File: src/tsd_params.svh
// Constants for the test station digital I/O block
`ifndef TSD_PARAMS_SVH
`define TSD_PARAMS_SVH

`define TSD_MAG_W        21
`define TSD_DIG_W        4
`define TSD_BCD_MAX      32'd199999
`define TSD_CLK_NS       4
`define TSD_CLK_MHZ      250
`define TSD_CLK_HZ       250000000

`define TSD_PULSE_NS     100
`define TSD_PULSE_CYC    ((`TSD_PULSE_NS + `TSD_CLK_NS - 1) / `TSD_CLK_NS)
`define TSD_GAP_NS       1000
`define TSD_GAP_CYC      ((`TSD_GAP_NS + `TSD_CLK_NS - 1) / `TSD_CLK_NS)

`define TSD_RATE0_HZ     1
`define TSD_RATE1_HZ     5
`define TSD_RATE2_HZ     25
`define TSD_RATE3_HZ     100

`define TSD_OFF_CTRL     8'h00
`define TSD_OFF_INVAL    8'h04
`define TSD_OFF_SCALE    8'h08
`define TSD_OFF_SCALED   8'h0c
`define TSD_OFF_OUTVAL   8'h10
`define TSD_OFF_PROG     8'h14
`define TSD_OFF_EVENT    8'h18
`define TSD_OFF_LAG      8'h1c
`define TSD_OFF_PORTA    8'h20
`define TSD_OFF_PORTB    8'h24
`define TSD_OFF_PORTC    8'h28
`define TSD_OFF_STATUS   8'h2c

`define TSD_CTRL_INBCD   0
`define TSD_CTRL_OUTBCD  1
`define TSD_CTRL_EXT     2
`define TSD_CTRL_RATE_LO 3
`define TSD_CTRL_RATE_HI 4
`define TSD_PROG_RUN     0
`define TSD_PROG_CHB     1
`define TSD_EV_RESTORE   0
`define TSD_EV_SETTLE    1
`define TSD_EV_TRIG      2
`define TSD_EV_INNER     3

`define TSD_HTRANS_NSEQ  2'h2
`define TSD_HTRANS_SEQ   2'h3

`endif

File: src/tsd_pkg.sv
// Types shared by the test station digital I/O block
package tsd_pkg;

    typedef struct packed {
        logic        sign;
        logic [20:0] mag;
    } tsd_word_s;

    typedef struct packed {
        logic [1:0] rate;
        logic       extMode;
        logic       outBcd;
        logic       inBcd;
    } tsd_ctrl_s;

    typedef enum logic [1:0] {
        SWP_IDLE,
        SWP_RUN,
        SWP_GAP
    } tsd_sweep_e;

endpackage : tsd_pkg

File: src/tsd_pulse.sv
// Fixed-width pulse generator with registered output
`timescale 1ns/1ps
module tsd_pulse #(
    parameter int WIDTH      = 1,
    parameter bit ACTIVE_LOW = 1'b0
) (
    input  wire logic clk_sys,
    input  wire logic srst,
    input  wire logic fire,
    output logic      pulse
);
    logic [15:0] cnt_q;
    logic        busy;

    assign busy = (cnt_q != 16'h0000);

    always_ff @(posedge clk_sys) begin
        if (srst) begin
            cnt_q <= 16'h0000;
            pulse <= ACTIVE_LOW;
        end else begin
            if (fire) begin
                cnt_q <= 16'(WIDTH);
            end else if (busy) begin
                cnt_q <= cnt_q - 16'h0001;
            end
            pulse <= ACTIVE_LOW ^ (fire | (cnt_q > 16'h0001));
        end
    end
endmodule : tsd_pulse

File: src/tsd_top.sv
// Digital input, output, program control and control ports with AHB-Lite registers
//
// Chosen here: the AHB-Lite slave port and the placing of the registers.
`timescale 1ns/1ps
`include "tsd_params.svh"
module tsd_top #(
    parameter int RATE0_CYC = `TSD_CLK_HZ / `TSD_RATE0_HZ,
    parameter int RATE1_CYC = `TSD_CLK_HZ / `TSD_RATE1_HZ,
    parameter int RATE2_CYC = `TSD_CLK_HZ / `TSD_RATE2_HZ,
    parameter int RATE3_CYC = `TSD_CLK_HZ / `TSD_RATE3_HZ,
    parameter int US_CYC    = `TSD_CLK_MHZ,
    parameter int PULSE_CYC = `TSD_PULSE_CYC,
    parameter int GAP_CYC   = `TSD_GAP_CYC
) (
    input  wire logic             clk_sys,
    input  wire logic             srst,
    input  wire logic             hsel,
    input  wire logic [31:0]      haddr,
    input  wire logic [1:0]       htrans,
    input  wire logic             hwrite,
    input  wire logic [2:0]       hsize,
    input  wire logic [31:0]      hwdata,
    input  wire logic             hready,
    output logic      [31:0]      hrdata,
    output logic                  hreadyout,
    output logic                  hresp,
    input  wire tsd_pkg::tsd_word_s inWord,
    input  wire logic             inStrobe,
    output tsd_pkg::tsd_word_s    outWord,
    output logic                  outStrobeN,
    output logic                  resetOut,
    output logic                  settleDone,
    output logic                  trigOut,
    output logic                  sweepGate,
    output logic                  lateGate,
    output logic                  chanSelect,
    output logic      [7:0]       portA,
    output logic      [7:0]       portB,
    output logic      [7:0]       portC
);

    ////////////////////////////////////////////////////////////////////////////
    // Conversion helpers

    function automatic logic [31:0] bcd2bin(input logic [20:0] bcd);
        logic [31:0] acc;
        acc = {31'h0, bcd[20]};
        for (int i = 4; i >= 0; i--) begin
            acc = acc * 32'd10 + {28'h0, bcd[i*`TSD_DIG_W +: `TSD_DIG_W]};
        end
        return acc;
    endfunction : bcd2bin

    function automatic logic [20:0] bin2bcd(input logic [31:0] bin);
        logic [23:0] bcd;
        bcd = 24'h0;
        for (int i = 20; i >= 0; i--) begin
            for (int d = 0; d < 6; d++) begin
                if (bcd[d*4 +: 4] > 4'h4) begin
                    bcd[d*4 +: 4] = bcd[d*4 +: 4] + 4'h3;
                end
            end
            bcd = {bcd[22:0], bin[i]};
        end
        return bcd[20:0];
    endfunction : bin2bcd

    ////////////////////////////////////////////////////////////////////////////
    // Register bus slave

    tsd_pkg::tsd_ctrl_s ctrl_q;
    logic [31:0] inVal_q;
    logic [15:0] scale_q;
    logic [31:0] scaled_q;
    logic [31:0] outVal_q;
    logic [1:0]  prog_q;
    logic [31:0] lag_q;
    logic [15:0] capCnt_q;
    logic [7:0]  wrAddr_q;
    logic [7:0]  rdAddr_q;
    logic        wrPend_q;
    logic        rdPend_q;
    logic [31:0] rdMux;

    wire addrTaken = hsel & hready & (htrans == `TSD_HTRANS_NSEQ | htrans == `TSD_HTRANS_SEQ);
    wire wrTaken   = addrTaken & hwrite;
    wire rdTaken   = addrTaken & ~hwrite;
    wire wrCtrl    = wrPend_q & (wrAddr_q == `TSD_OFF_CTRL);
    wire wrScale   = wrPend_q & (wrAddr_q == `TSD_OFF_SCALE);
    wire wrOut     = wrPend_q & (wrAddr_q == `TSD_OFF_OUTVAL);
    wire wrProg    = wrPend_q & (wrAddr_q == `TSD_OFF_PROG);
    wire wrEvent   = wrPend_q & (wrAddr_q == `TSD_OFF_EVENT);
    wire wrLag     = wrPend_q & (wrAddr_q == `TSD_OFF_LAG);
    wire wrPortA   = wrPend_q & (wrAddr_q == `TSD_OFF_PORTA);
    wire wrPortB   = wrPend_q & (wrAddr_q == `TSD_OFF_PORTB);
    wire wrPortC   = wrPend_q & (wrAddr_q == `TSD_OFF_PORTC);
    wire evRestore = wrEvent & hwdata[`TSD_EV_RESTORE];
    wire evSettle  = wrEvent & hwdata[`TSD_EV_SETTLE];
    wire evTrig    = wrEvent & hwdata[`TSD_EV_TRIG];
    wire evInner   = wrEvent & hwdata[`TSD_EV_INNER];

    always_comb begin
        case (rdAddr_q)
            `TSD_OFF_CTRL:   rdMux = {27'h0, ctrl_q};
            `TSD_OFF_INVAL:  rdMux = inVal_q;
            `TSD_OFF_SCALE:  rdMux = {16'h0, scale_q};
            `TSD_OFF_SCALED: rdMux = scaled_q;
            `TSD_OFF_OUTVAL: rdMux = outVal_q;
            `TSD_OFF_PROG:   rdMux = {30'h0, prog_q};
            `TSD_OFF_LAG:    rdMux = lag_q;
            `TSD_OFF_PORTA:  rdMux = {24'h0, portA};
            `TSD_OFF_PORTB:  rdMux = {24'h0, portB};
            `TSD_OFF_PORTC:  rdMux = {24'h0, portC};
            `TSD_OFF_STATUS: rdMux = {14'h0, lateGate, sweepGate, capCnt_q};
            default:         rdMux = 32'h0;
        endcase
    end

    // Reads take one wait state so a write just before is already visible
    always_ff @(posedge clk_sys) begin
        if (srst) begin
            wrPend_q  <= 1'b0;
            rdPend_q  <= 1'b0;
            wrAddr_q  <= 8'h00;
            rdAddr_q  <= 8'h00;
            hrdata    <= 32'h0;
            hreadyout <= 1'b1;
            hresp     <= 1'b0;
        end else begin
            wrPend_q  <= wrTaken;
            rdPend_q  <= rdTaken;
            hreadyout <= ~rdTaken;
            if (wrTaken) begin
                wrAddr_q <= haddr[7:0];
            end
            if (rdTaken) begin
                rdAddr_q <= haddr[7:0];
            end
            if (rdPend_q) begin
                hrdata <= rdMux;
            end
        end
    end

    always_ff @(posedge clk_sys) begin
        if (srst) begin
            ctrl_q   <= '0;
            scale_q  <= 16'h0001;
            outVal_q <= 32'h0;
            prog_q   <= 2'h0;
            lag_q    <= 32'h0;
            portA    <= 8'h00;
            portB    <= 8'h00;
            portC    <= 8'h00;
        end else begin
            if (wrCtrl) begin
                ctrl_q <= hwdata[`TSD_CTRL_RATE_HI:`TSD_CTRL_INBCD];
            end
            if (wrScale) begin
                scale_q <= hwdata[15:0];
            end
            if (wrOut) begin
                outVal_q <= hwdata;
            end
            if (wrProg) begin
                prog_q <= hwdata[`TSD_PROG_CHB:`TSD_PROG_RUN];
            end
            if (wrLag) begin
                lag_q <= hwdata;
            end
            if (wrPortA) begin
                portA <= hwdata[7:0];
            end
            if (wrPortB) begin
                portB <= hwdata[7:0];
            end
            if (wrPortC) begin
                portC <= hwdata[7:0];
            end
        end
    end

    ////////////////////////////////////////////////////////////////////////////
    // Parallel input capture

    tsd_pkg::tsd_word_s inSync1_q;
    tsd_pkg::tsd_word_s inSync2_q;
    logic        stbSync1_q;
    logic        stbSync2_q;
    logic        stbPrev_q;
    logic [31:0] rateCnt_q;
    logic [31:0] ratePeriod;
    logic [31:0] inDecoded;
    logic [31:0] bcdMag;

    assign bcdMag = bcd2bin(inSync2_q.mag);
    assign inDecoded = ctrl_q.inBcd ? (inSync2_q.sign ? -bcdMag : bcdMag)
                                    : {{11{inSync2_q.sign}}, inSync2_q.mag};

    always_comb begin
        case (ctrl_q.rate)
            2'h0:    ratePeriod = 32'(RATE0_CYC);
            2'h1:    ratePeriod = 32'(RATE1_CYC);
            2'h2:    ratePeriod = 32'(RATE2_CYC);
            default: ratePeriod = 32'(RATE3_CYC);
        endcase
    end

    wire rateHit = (rateCnt_q >= ratePeriod - 32'h1);
    wire extHit  = stbSync2_q & ~stbPrev_q;
    wire capture = ctrl_q.extMode ? extHit : rateHit;

    always_ff @(posedge clk_sys) begin
        if (srst) begin
            inSync1_q  <= '0;
            inSync2_q  <= '0;
            stbSync1_q <= 1'b0;
            stbSync2_q <= 1'b0;
            stbPrev_q  <= 1'b0;
            rateCnt_q  <= 32'h0;
            inVal_q    <= 32'h0;
            scaled_q   <= 32'h0;
            capCnt_q   <= 16'h0;
        end else begin
            inSync1_q  <= inWord;
            inSync2_q  <= inSync1_q;
            stbSync1_q <= inStrobe;
            stbSync2_q <= stbSync1_q;
            stbPrev_q  <= stbSync2_q;
            rateCnt_q  <= (rateHit | ctrl_q.extMode) ? 32'h0 : rateCnt_q + 32'h1;
            if (capture) begin
                inVal_q  <= inDecoded;
                capCnt_q <= capCnt_q + 16'h1;
            end
            scaled_q <= 32'($signed(inVal_q) * $signed(scale_q));
        end
    end

    ////////////////////////////////////////////////////////////////////////////
    // Parallel output word and strobe

    logic [31:0] outAbs;
    logic [31:0] outClip;
    logic        stbReq_q;
    logic        stbReq2_q;

    assign outAbs  = outVal_q[31] ? -outVal_q : outVal_q;
    assign outClip = (outAbs > `TSD_BCD_MAX) ? `TSD_BCD_MAX : outAbs;

    always_ff @(posedge clk_sys) begin
        if (srst) begin
            outWord   <= '0;
            stbReq_q  <= 1'b0;
            stbReq2_q <= 1'b0;
        end else begin
            outWord.sign <= outVal_q[31];
            outWord.mag  <= ctrl_q.outBcd ? bin2bcd(outClip)
                                          : outVal_q[20:0];
            stbReq_q  <= wrOut;
            stbReq2_q <= stbReq_q;
        end
    end

    tsd_pulse #(.WIDTH(PULSE_CYC), .ACTIVE_LOW(1'b1)) uStrobe (
        .clk_sys (clk_sys),
        .srst    (srst),
        .fire    (stbReq2_q),
        .pulse   (outStrobeN)
    );

    ////////////////////////////////////////////////////////////////////////////
    // Program control pulses

    logic powerUp_q;

    always_ff @(posedge clk_sys) begin
        if (srst) begin
            powerUp_q <= 1'b1;
        end else begin
            powerUp_q <= 1'b0;
        end
    end

    tsd_pulse #(.WIDTH(PULSE_CYC), .ACTIVE_LOW(1'b0)) uReset (
        .clk_sys (clk_sys),
        .srst    (srst),
        .fire    (powerUp_q | evRestore),
        .pulse   (resetOut)
    );

    tsd_pulse #(.WIDTH(PULSE_CYC), .ACTIVE_LOW(1'b0)) uSettle (
        .clk_sys (clk_sys),
        .srst    (srst),
        .fire    (evSettle),
        .pulse   (settleDone)
    );

    tsd_pulse #(.WIDTH(PULSE_CYC), .ACTIVE_LOW(1'b0)) uTrig (
        .clk_sys (clk_sys),
        .srst    (srst),
        .fire    (evTrig),
        .pulse   (trigOut)
    );

    ////////////////////////////////////////////////////////////////////////////
    // Sweep gates and channel select

    tsd_pkg::tsd_sweep_e swp_q;
    tsd_pkg::tsd_sweep_e swp_d;
    logic [15:0] gapCnt_q;
    logic [15:0] usCnt_q;
    logic [31:0] lagCnt_q;
    logic        runPrev_q;

    wire runOn    = prog_q[`TSD_PROG_RUN];
    wire gapDone  = (gapCnt_q >= 16'(GAP_CYC - 1));
    wire usTick   = (usCnt_q >= 16'(US_CYC - 1));
    wire lagDone  = (lagCnt_q >= lag_q);
    wire runStart = runOn & ~runPrev_q;

    always_comb begin
        swp_d = swp_q;
        case (swp_q)
            tsd_pkg::SWP_IDLE: begin
                if (runOn) begin
                    swp_d = tsd_pkg::SWP_RUN;
                end
            end
            tsd_pkg::SWP_RUN: begin
                if (!runOn) begin
                    swp_d = tsd_pkg::SWP_IDLE;
                end else if (evInner) begin
                    swp_d = tsd_pkg::SWP_GAP;
                end
            end
            tsd_pkg::SWP_GAP: begin
                if (!runOn) begin
                    swp_d = tsd_pkg::SWP_IDLE;
                end else if (gapDone) begin
                    swp_d = tsd_pkg::SWP_RUN;
                end
            end
            default: swp_d = tsd_pkg::SWP_IDLE;
        endcase
    end

    always_ff @(posedge clk_sys) begin
        if (srst) begin
            swp_q      <= tsd_pkg::SWP_IDLE;
            gapCnt_q   <= 16'h0;
            usCnt_q    <= 16'h0;
            lagCnt_q   <= 32'h0;
            runPrev_q  <= 1'b0;
            sweepGate  <= 1'b1;
            lateGate   <= 1'b1;
            chanSelect <= 1'b0;
        end else begin
            swp_q     <= swp_d;
            runPrev_q <= runOn;
            gapCnt_q  <= (swp_q == tsd_pkg::SWP_GAP) ? gapCnt_q + 16'h1 : 16'h0;
            usCnt_q   <= (usTick | runStart) ? 16'h0 : usCnt_q + 16'h1;
            if (runStart) begin
                lagCnt_q <= 32'h0;
            end else if (usTick & ~lagDone) begin
                lagCnt_q <= lagCnt_q + 32'h1;
            end
            sweepGate  <= ~(swp_d == tsd_pkg::SWP_RUN);
            lateGate   <= ~(swp_d == tsd_pkg::SWP_RUN & lagDone & ~runStart);
            chanSelect <= prog_q[`TSD_PROG_CHB];
        end
    end

endmodule : tsd_top

File: config.mk
export PLATFORM = sky130hd
export DESIGN_NAME = tsd_top
export DESIGN_NICKNAME = d
export VERILOG_FILES = /design/src/tsd_pkg.sv /design/src/tsd_pulse.sv /design/src/tsd_top.sv
export VERILOG_INCLUDE_DIRS = /design/src
export SDC_FILE = /design/constraint.sdc
export NUM_CORES = 2
export LEC_CHECK = 0
export BUFFER_PORTS_ARGS = -buffer_cell sky130_fd_sc_hd__buf_2
export CORE_AREA = 2 2 322 324
export CTS_BUF_LIST = sky130_fd_sc_hd__clkbuf_8
export CTS_CLUSTER_DIAMETER = 80
export DETAILED_ROUTE_END_ITERATION = 8
export DIE_AREA = 0 0 324 326
export PLACE_DENSITY = 0.74
export SETUP_SLACK_MARGIN = 0.02
export SLEW_MARGIN = 20
export SYNTH_ARGS = -nofsm -noshare
export SYNTH_HDL_FRONTEND = slang
export SYNTH_SLANG_ARGS = --single-unit
File: constraint.sdc
create_clock -name clk_sys -period 17.2 [get_ports clk_sys]
set_input_delay 1.72 -clock clk_sys [delete_from_list [all_inputs] [get_ports clk_sys]]
set_output_delay 1.72 -clock clk_sys [all_outputs]
set_load 0.01 [all_outputs]
======== Word level (Yosys, flattened, before mapping) ========
Cells that the tools add are included.
cells by class
  $add $sub $neg .......................... 77
  $mul .................................... 6
  order comparisons ....................... 69
  equal/unequal tests ..................... 25
  muxes and demuxes ....................... 138
  bitwise operators ....................... 40
  reductions and logical operators ........ 20
operators by type and width
  kind                   count
  $mux 4                 105
  $pmux 32 s11           1
  $gt 4x3->1 const B     55
  $add 4x2->4 const B    51
  $mux 32                3
  $pmux 28 s3            1
  $add 32x1->32 const B  2
  $ge 32x32->1           2
  $gt 16x1->1 const B    4
  $reduce_bool 16->1     4
  $sub 16x1->16 const B  4
  $eq 8x5->1 const B     7
  $eq 8x6->1 const B     7
  $add 16x1->16 const B  3
  $mux 21                2
  $mux 5                 8
  $ge 16x8->1 const B    2
  $gt 32x18->1 const B   1
  $mul 32x16->32         1
  $neg 26->32            1
  $neg 32->32            1
  $sub 32x1->32 const B  1
  $mux 3                 10
  $add 25x4->26          1
  other kinds (26)       98
word-level totals
  register bits ........................... 484
  logic and storage cells ................. 428

======== Logic depth before layout (Yosys ltp) ========
  depth in word-level cells ............... 58
  depth in mapped cells ................... 86
  mapped depth without buffers ............ 83

======== Hierarchy ========
A second synthesis with hierarchy kept.
unflattened totals
  cell total of the unflattened synthesis .. 5,701
  area, all modules ....................... 46,235.6 sq um
by module, submodules not included
  module                  times used  cells each  area each (sq um)
  tsd_top                 1           5,252       42,559.6
  tsd_pulse (uReset ...)  3           111         907.1
  tsd_pulse (uStrobe)     1           116         954.7

======== Least setup slack after synthesis ========
Ideal clock, no wire load.
  path type ............................... reg2reg
  start ................................... reg outVal_q[16]
  end ..................................... reg outWord[14] (netlist bit)
  arrival time ............................ 16.239 ns
  setup slack ............................. 0.882 ns
  stages on the path, launching flop included .. 76
  buffers on the path ..................... 5
  path through ............................ dfxtp_1 -> buf_2 -> or4_1 -> or3_4 -> o311a_1 -> nor4_1 -> o211a_1 -> nand4_4 -> nor2_1 -> nand2_1 -> ha_1 -> or3_1 -> nor3_1 -> nor3_1 -> xnor2_1 -> ha_1 -> inv_1 -> nor4b_4 -> [... 40 more ...] -> nor2_1 -> mux2i_1 -> ha_1 -> nor3_1 -> a211o_1 -> xnor2_1 -> ha_1 -> inv_1 -> nand2_1 -> mux2_2 -> ha_1 -> o32a_1 -> nand3_2 -> xor2_2 -> ha_1 -> o21ai_2 -> mux2_4 -> a211oi_2
between the ends
  longest elaborated chain between the ends .. 58
ends and longest elaborated chain
  element                                    line                          source
  start, declared                            tsd_top.sv:75                 logic [31:0] outVal_q;
  start signal, assigned                     tsd_top.sv:163                outVal_q <= hwdata;
  $neg 32->32                                tsd_top.sv:247                assign outAbs = outVal_q[31] ? -outVal_q : outVal_q;
  $mux 32 (*)                                tsd_top.sv:247
  $gt 32x18->1 (no source line)              -
  $mux 21 (*)                                tsd_top.sv:248                assign outClip = (outAbs > `TSD_BCD_MAX) ? `TSD_BCD_MAX : outAbs;
  $add 3x2->4 or $gt 3x3->1 (tied branches)  tsd_top.sv:60, tsd_top.sv:59
  $mux 4                                     tsd_top.sv:59                 if (bcd[d*4 +: 4] > 4'h4) begin
  $mux 4                                     tsd_top.sv:251                if (srst) begin
  $add 4x2->4 or $gt 4x3->1 (tied branches)  tsd_top.sv:60, tsd_top.sv:59
  [... 42 more ...]                          -
  $mux 4                                     tsd_top.sv:59
  $mux 4                                     tsd_top.sv:251
  $add 4x2->4 or $gt 4x3->1 (tied branches)  tsd_top.sv:60, tsd_top.sv:59
  $mux 4                                     tsd_top.sv:59
  $mux 4                                     tsd_top.sv:251
  $add 4x2->4 or $gt 4x3->1 (tied branches)  tsd_top.sv:60, tsd_top.sv:59
  $mux 4 (*)                                 tsd_top.sv:59
  $mux 21 (*)                                tsd_top.sv:257                outWord.mag <= ctrl_q.outBcd ? bin2bcd(outClip)
  end, declared                              tsd_top.sv:29                 output tsd_pkg::tsd_word_s outWord,
Mark *: on every way between the ends. The rest lies on a longest branch, timed or not. The select of a mux whose other input is x is not followed.
A chain may end at the register's enable or synchronous reset.

======== Worst setup path after layout ========
  start ................................... reg outVal_q[12]
  end ..................................... reg outWord[20] (netlist bit)
between the ends
  longest elaborated chain between the ends .. 58
ends and longest elaborated chain
  element                                    line                          source
  $neg 32->32                                tsd_top.sv:247
  $mux 32 (*)                                tsd_top.sv:247
  $gt 32x18->1 (no source line)              -
  $mux 21 (*)                                tsd_top.sv:248
  $add 3x2->4 or $gt 3x3->1 (tied branches)  tsd_top.sv:60, tsd_top.sv:59
  $mux 4                                     tsd_top.sv:59
  $mux 4                                     tsd_top.sv:251
  $add 4x2->4 or $gt 4x3->1 (tied branches)  tsd_top.sv:60, tsd_top.sv:59
  [... 42 more ...]                          -
  $mux 4 or $mux 3 (tied branches)           tsd_top.sv:59
  $mux 4 or $mux 3 (tied branches)           tsd_top.sv:251
  $add 4x2->4, or another cell as far along  tsd_top.sv:60                 bcd[d*4 +: 4] = bcd[d*4 +: 4] + 4'h3;
  $mux 4 or $mux 3 (tied branches)           tsd_top.sv:59
  $mux 4 or $mux 3 (tied branches)           tsd_top.sv:251
  $add 4x2->4 or $gt 4x3->1 (tied branches)  tsd_top.sv:60, tsd_top.sv:59
  $mux 4 (*)                                 tsd_top.sv:59
  $mux 21 (*)                                tsd_top.sv:257
Marks and branches as above.

==> impl_metrics.ini <==
[placement]
dpl_cell_area_mm2 = 0.0479
dp_cells = 7000
gp_congestion = 0.931
port_buffers = 154
hpwl_mm = 95.4

[routing]
route.detailed.wl_per_inst_um = 17.5
drc = 0
via_per_inst = 5.65
drt_iter0_drc = 3061
drt-total-wl_mm = 126
drt_first_pass_iters = 7
num_vias = 40424
ant_nets = 0

[die]
initial_core_util_pct = 44.6
core-area_mm2 = 0.103
fp-row-count = 118
die_h_um = 326
io_pins = 184
dieArea_mm2 = 0.106
die_w_um = 324

[synthesis]
synthTopCellsByArea = dfxtp_1, fa_1, ha_1, nand2_1, inv_1
synth_top_cell_by_area = dfxtp_1
avgSynthCellArea_um2 = 8.12
async_reset_ff_share_pct = 0
synth_area_mm2 = 0.0458
syn_inst = 5637
synth_top_area_share_pct = 21.2
yosys.cell_types.count = 136
synth-seq-cells = 484
synth_edf_count = 0
synth_flop_cell = dfxtp_1
seq_area_frac_synth_pct = 21.2
ys_warn_count = 0

[cts]
clk_latency_ns = 0.69
cts.sink_count = 484
clkTransAtPathRegs_ns = 0.06
htree_levels = 3
cts_tree = done
cts_buffers = 82
cts_root_buffer = clkbuf_8
cts_buffer_depth = 3
holdBufCountCts = 0

[sta]
max_slew.worst_pin.slew_ns = 1.28
fin_worst_skew_ns = 0.0456
hold_violations = 0
finalMaxSlewViolations = 0
setup_violations = 0
fin_setup_tns_ns = 0
fmax_mhz = 61.4
fin_crit_sh_pct = 94.7
timing.final.crit_period_ns = 16.29
max_slew_margin_pct = 14.9

[finish]
final_common_cell = nand2_1
final_cell_mix = nand2_1, inv_1, nor2_1, dfxtp_1, a21oi_1
final_cells = 7157
fin_area_mm2 = 0.0498
drive_gt1_share_pct = 9.62
fin_util_pct = 48.6
syn2layout_area_growth_pct = 8.88
fin_nets = 6444

[critical_path]
critPathLaunchType = flop
reg2reg_to = outWord[20]$_SDFF_PP0_
ff2ff_path_depth = 70
cp_slowest_cell = or4_4
crit_end = outWord[20]$_SDFF_PP0_
cp_common_cell = ha_1
cpPeakStageDelay_ns = 0.61
r2r_start = outVal_q[12]$_SDFFE_PP0P_
path_class = reg2reg
reg2reg_slack_ns = 0.91
worstPathRequired_ns = 17.84
worstPathArrival_ns = 16.93
crit_start = outVal_q[12]$_SDFFE_PP0P_
worstSetupEndpointType = flop
path_max_fanout = 10

[worst_hold_path]
holdCritStartpoint = inSync1_q[16]$_SDFF_PP0_
holdCritPathClass = reg2reg

[run]
drv_cap = 0

[grt]
grt_antenna_before_repair = 8
grt_pass1_vias = 39396
grt.overflow.total = 0
grt_max_degree = 103
grt_pass1_wl_mm = 202
grt_use_total_pct = 23.4

[run_status]
outcome = completed
-- flip-flops by register name (all words and copies together), names as in the netlist, 16 cells and up --
name           count
outWord           22
uReset.cnt_q      16
lagCnt_q          32
uStrobe.cnt_q     16
uSettle.cnt_q     16
scale_q           16
inVal_q           32
outVal_q          32
capCnt_q          16
gapCnt_q          16
inSync2_q         22
hrdata            32
uTrig.cnt_q       16
rateCnt_q         32
scaled_q          32
inSync1_q         22
usCnt_q           16
lag_q             32
-- worst max-delay path: cells and delay by family (launching register included) --
| family | cells | cell delay, ns |
|---|---|---|
| XOR/XNOR | 10 | 2.11 |
| flip-flops | 1 | 0.42 |
| AO/OA/AOI/OAI | 14 | 3.56 |
| AND/OR/NAND/NOR | 20 | 4.59 |
| adder cells (fa/ha/maj) | 15 | 3.62 |
| multiplexers | 6 | 1.33 |
| buffers and inverters | 5 | 0.59 |
-- worst min path at each step --
| stage | slack (ns) | end | cells after the start |
|---|---|---|---|
| 2_1_floorplan | 0.41 | inSync2_q[0]$_SDFF_PP0_ | 1 |
| 3_3_place_gp | 0.42 | stbReq2_q$_SDFF_PP0_ | 1 |
| 3_5_place_dp | 0.42 | inSync2_q[5]$_SDFF_PP0_ | 1 |
| 4_1_cts | 0.44 | inSync2_q[5]$_SDFF_PP0_ | 1 |
| 5_1_grt | 0.45 | inSync2_q[10]$_SDFF_PP0_ | 1 |
| 6_report | 0.43 | inSync2_q[16]$_SDFF_PP0_ | 1 |
-- stage by stage --
step | hold slack [ns] | setup WS (ns)
5_1_grt | 0.453 | -0.141
6_report | 0.431 | 0.909
3_5_place_dp | 0.421 | -0.0764
3_3_place_gp | 0.420 | 0.318
4_1_cts | 0.435 | 0.107
2_1_floorplan | 0.414 | 0.882
-- Yosys cell counts (14+ instances only) --
cell and count:
a211o_1 18, a211oi_1 61, a21o_1 38, a21oi_1 325, a221oi_1 22, a222oi_1 14, a22oi_1 63, a311oi_1 22
a31oi_1 27, and2_1 174, and3_1 47, and4_1 16, buf_1 14, buf_2 15, clkbuf_1 240, dfxtp_1 484
fa_1 312, ha_1 324, inv_1 545, mux2_2 30, mux2i_1 135, nand2_1 622, nand2b_1 60, nand3_1 116
nand3b_1 16, nand4_1 42, nor2_1 517, nor2b_1 85, nor3_1 121, nor3b_1 20, nor4_1 49, o211ai_1 30
o21a_1 32, o21ai_0 124, o21ai_1 26, o21bai_1 54, o22ai_1 16, o31ai_1 28, or2_2 24, or3_1 65
or4_1 22, xnor2_1 204, xor2_1 144
-- cells by family after synthesis --
kind of cell	after synthesis	synth area share (%)
XOR/XNOR	349	6.70
multiplexers	172	3.93
other	2	0.0164
flip-flops	484	21.2
AO/OA/AOI/OAI	1098	16.6
adder cells (fa/ha/maj)	638	22.6
buffers and inverters	823	6.84
AND/OR/NAND/NOR	2071	22.2
-- layer usage --
metal,GRT usage (%),part of all wire (%),up-vias
met1,30.7,43,19317
li1,-,-,19393
met4,8.83,3.8,2
met3,4.64,8.0,283
met2,37.8,45,1429
met5,0,0.010,-
-- cell type report --
class / instances / area (µm²)
clock inverter: 44 / 303
sequential: 484 / 9690
tap: 1380 / 1730
fill: 9725 / 52800
antenna: 6 / 15.0
timing repair buffer: 234 / 1380
clock buffer: 100 / 1380
inverter: 549 / 2060
multi-input combinational: 4360 / 33300
-- timing repair --
item,CTS,global route
setup endpoints to repair,5,20
buffers inserted,0,7
gates resized for setup,3,38
endpoints found under the hold margin,0,0
pin swaps,0,6
Power is left out: the tool's default activity adds up to more than one toggle a clock period on the data nets, which glitch-free logic cannot reach.
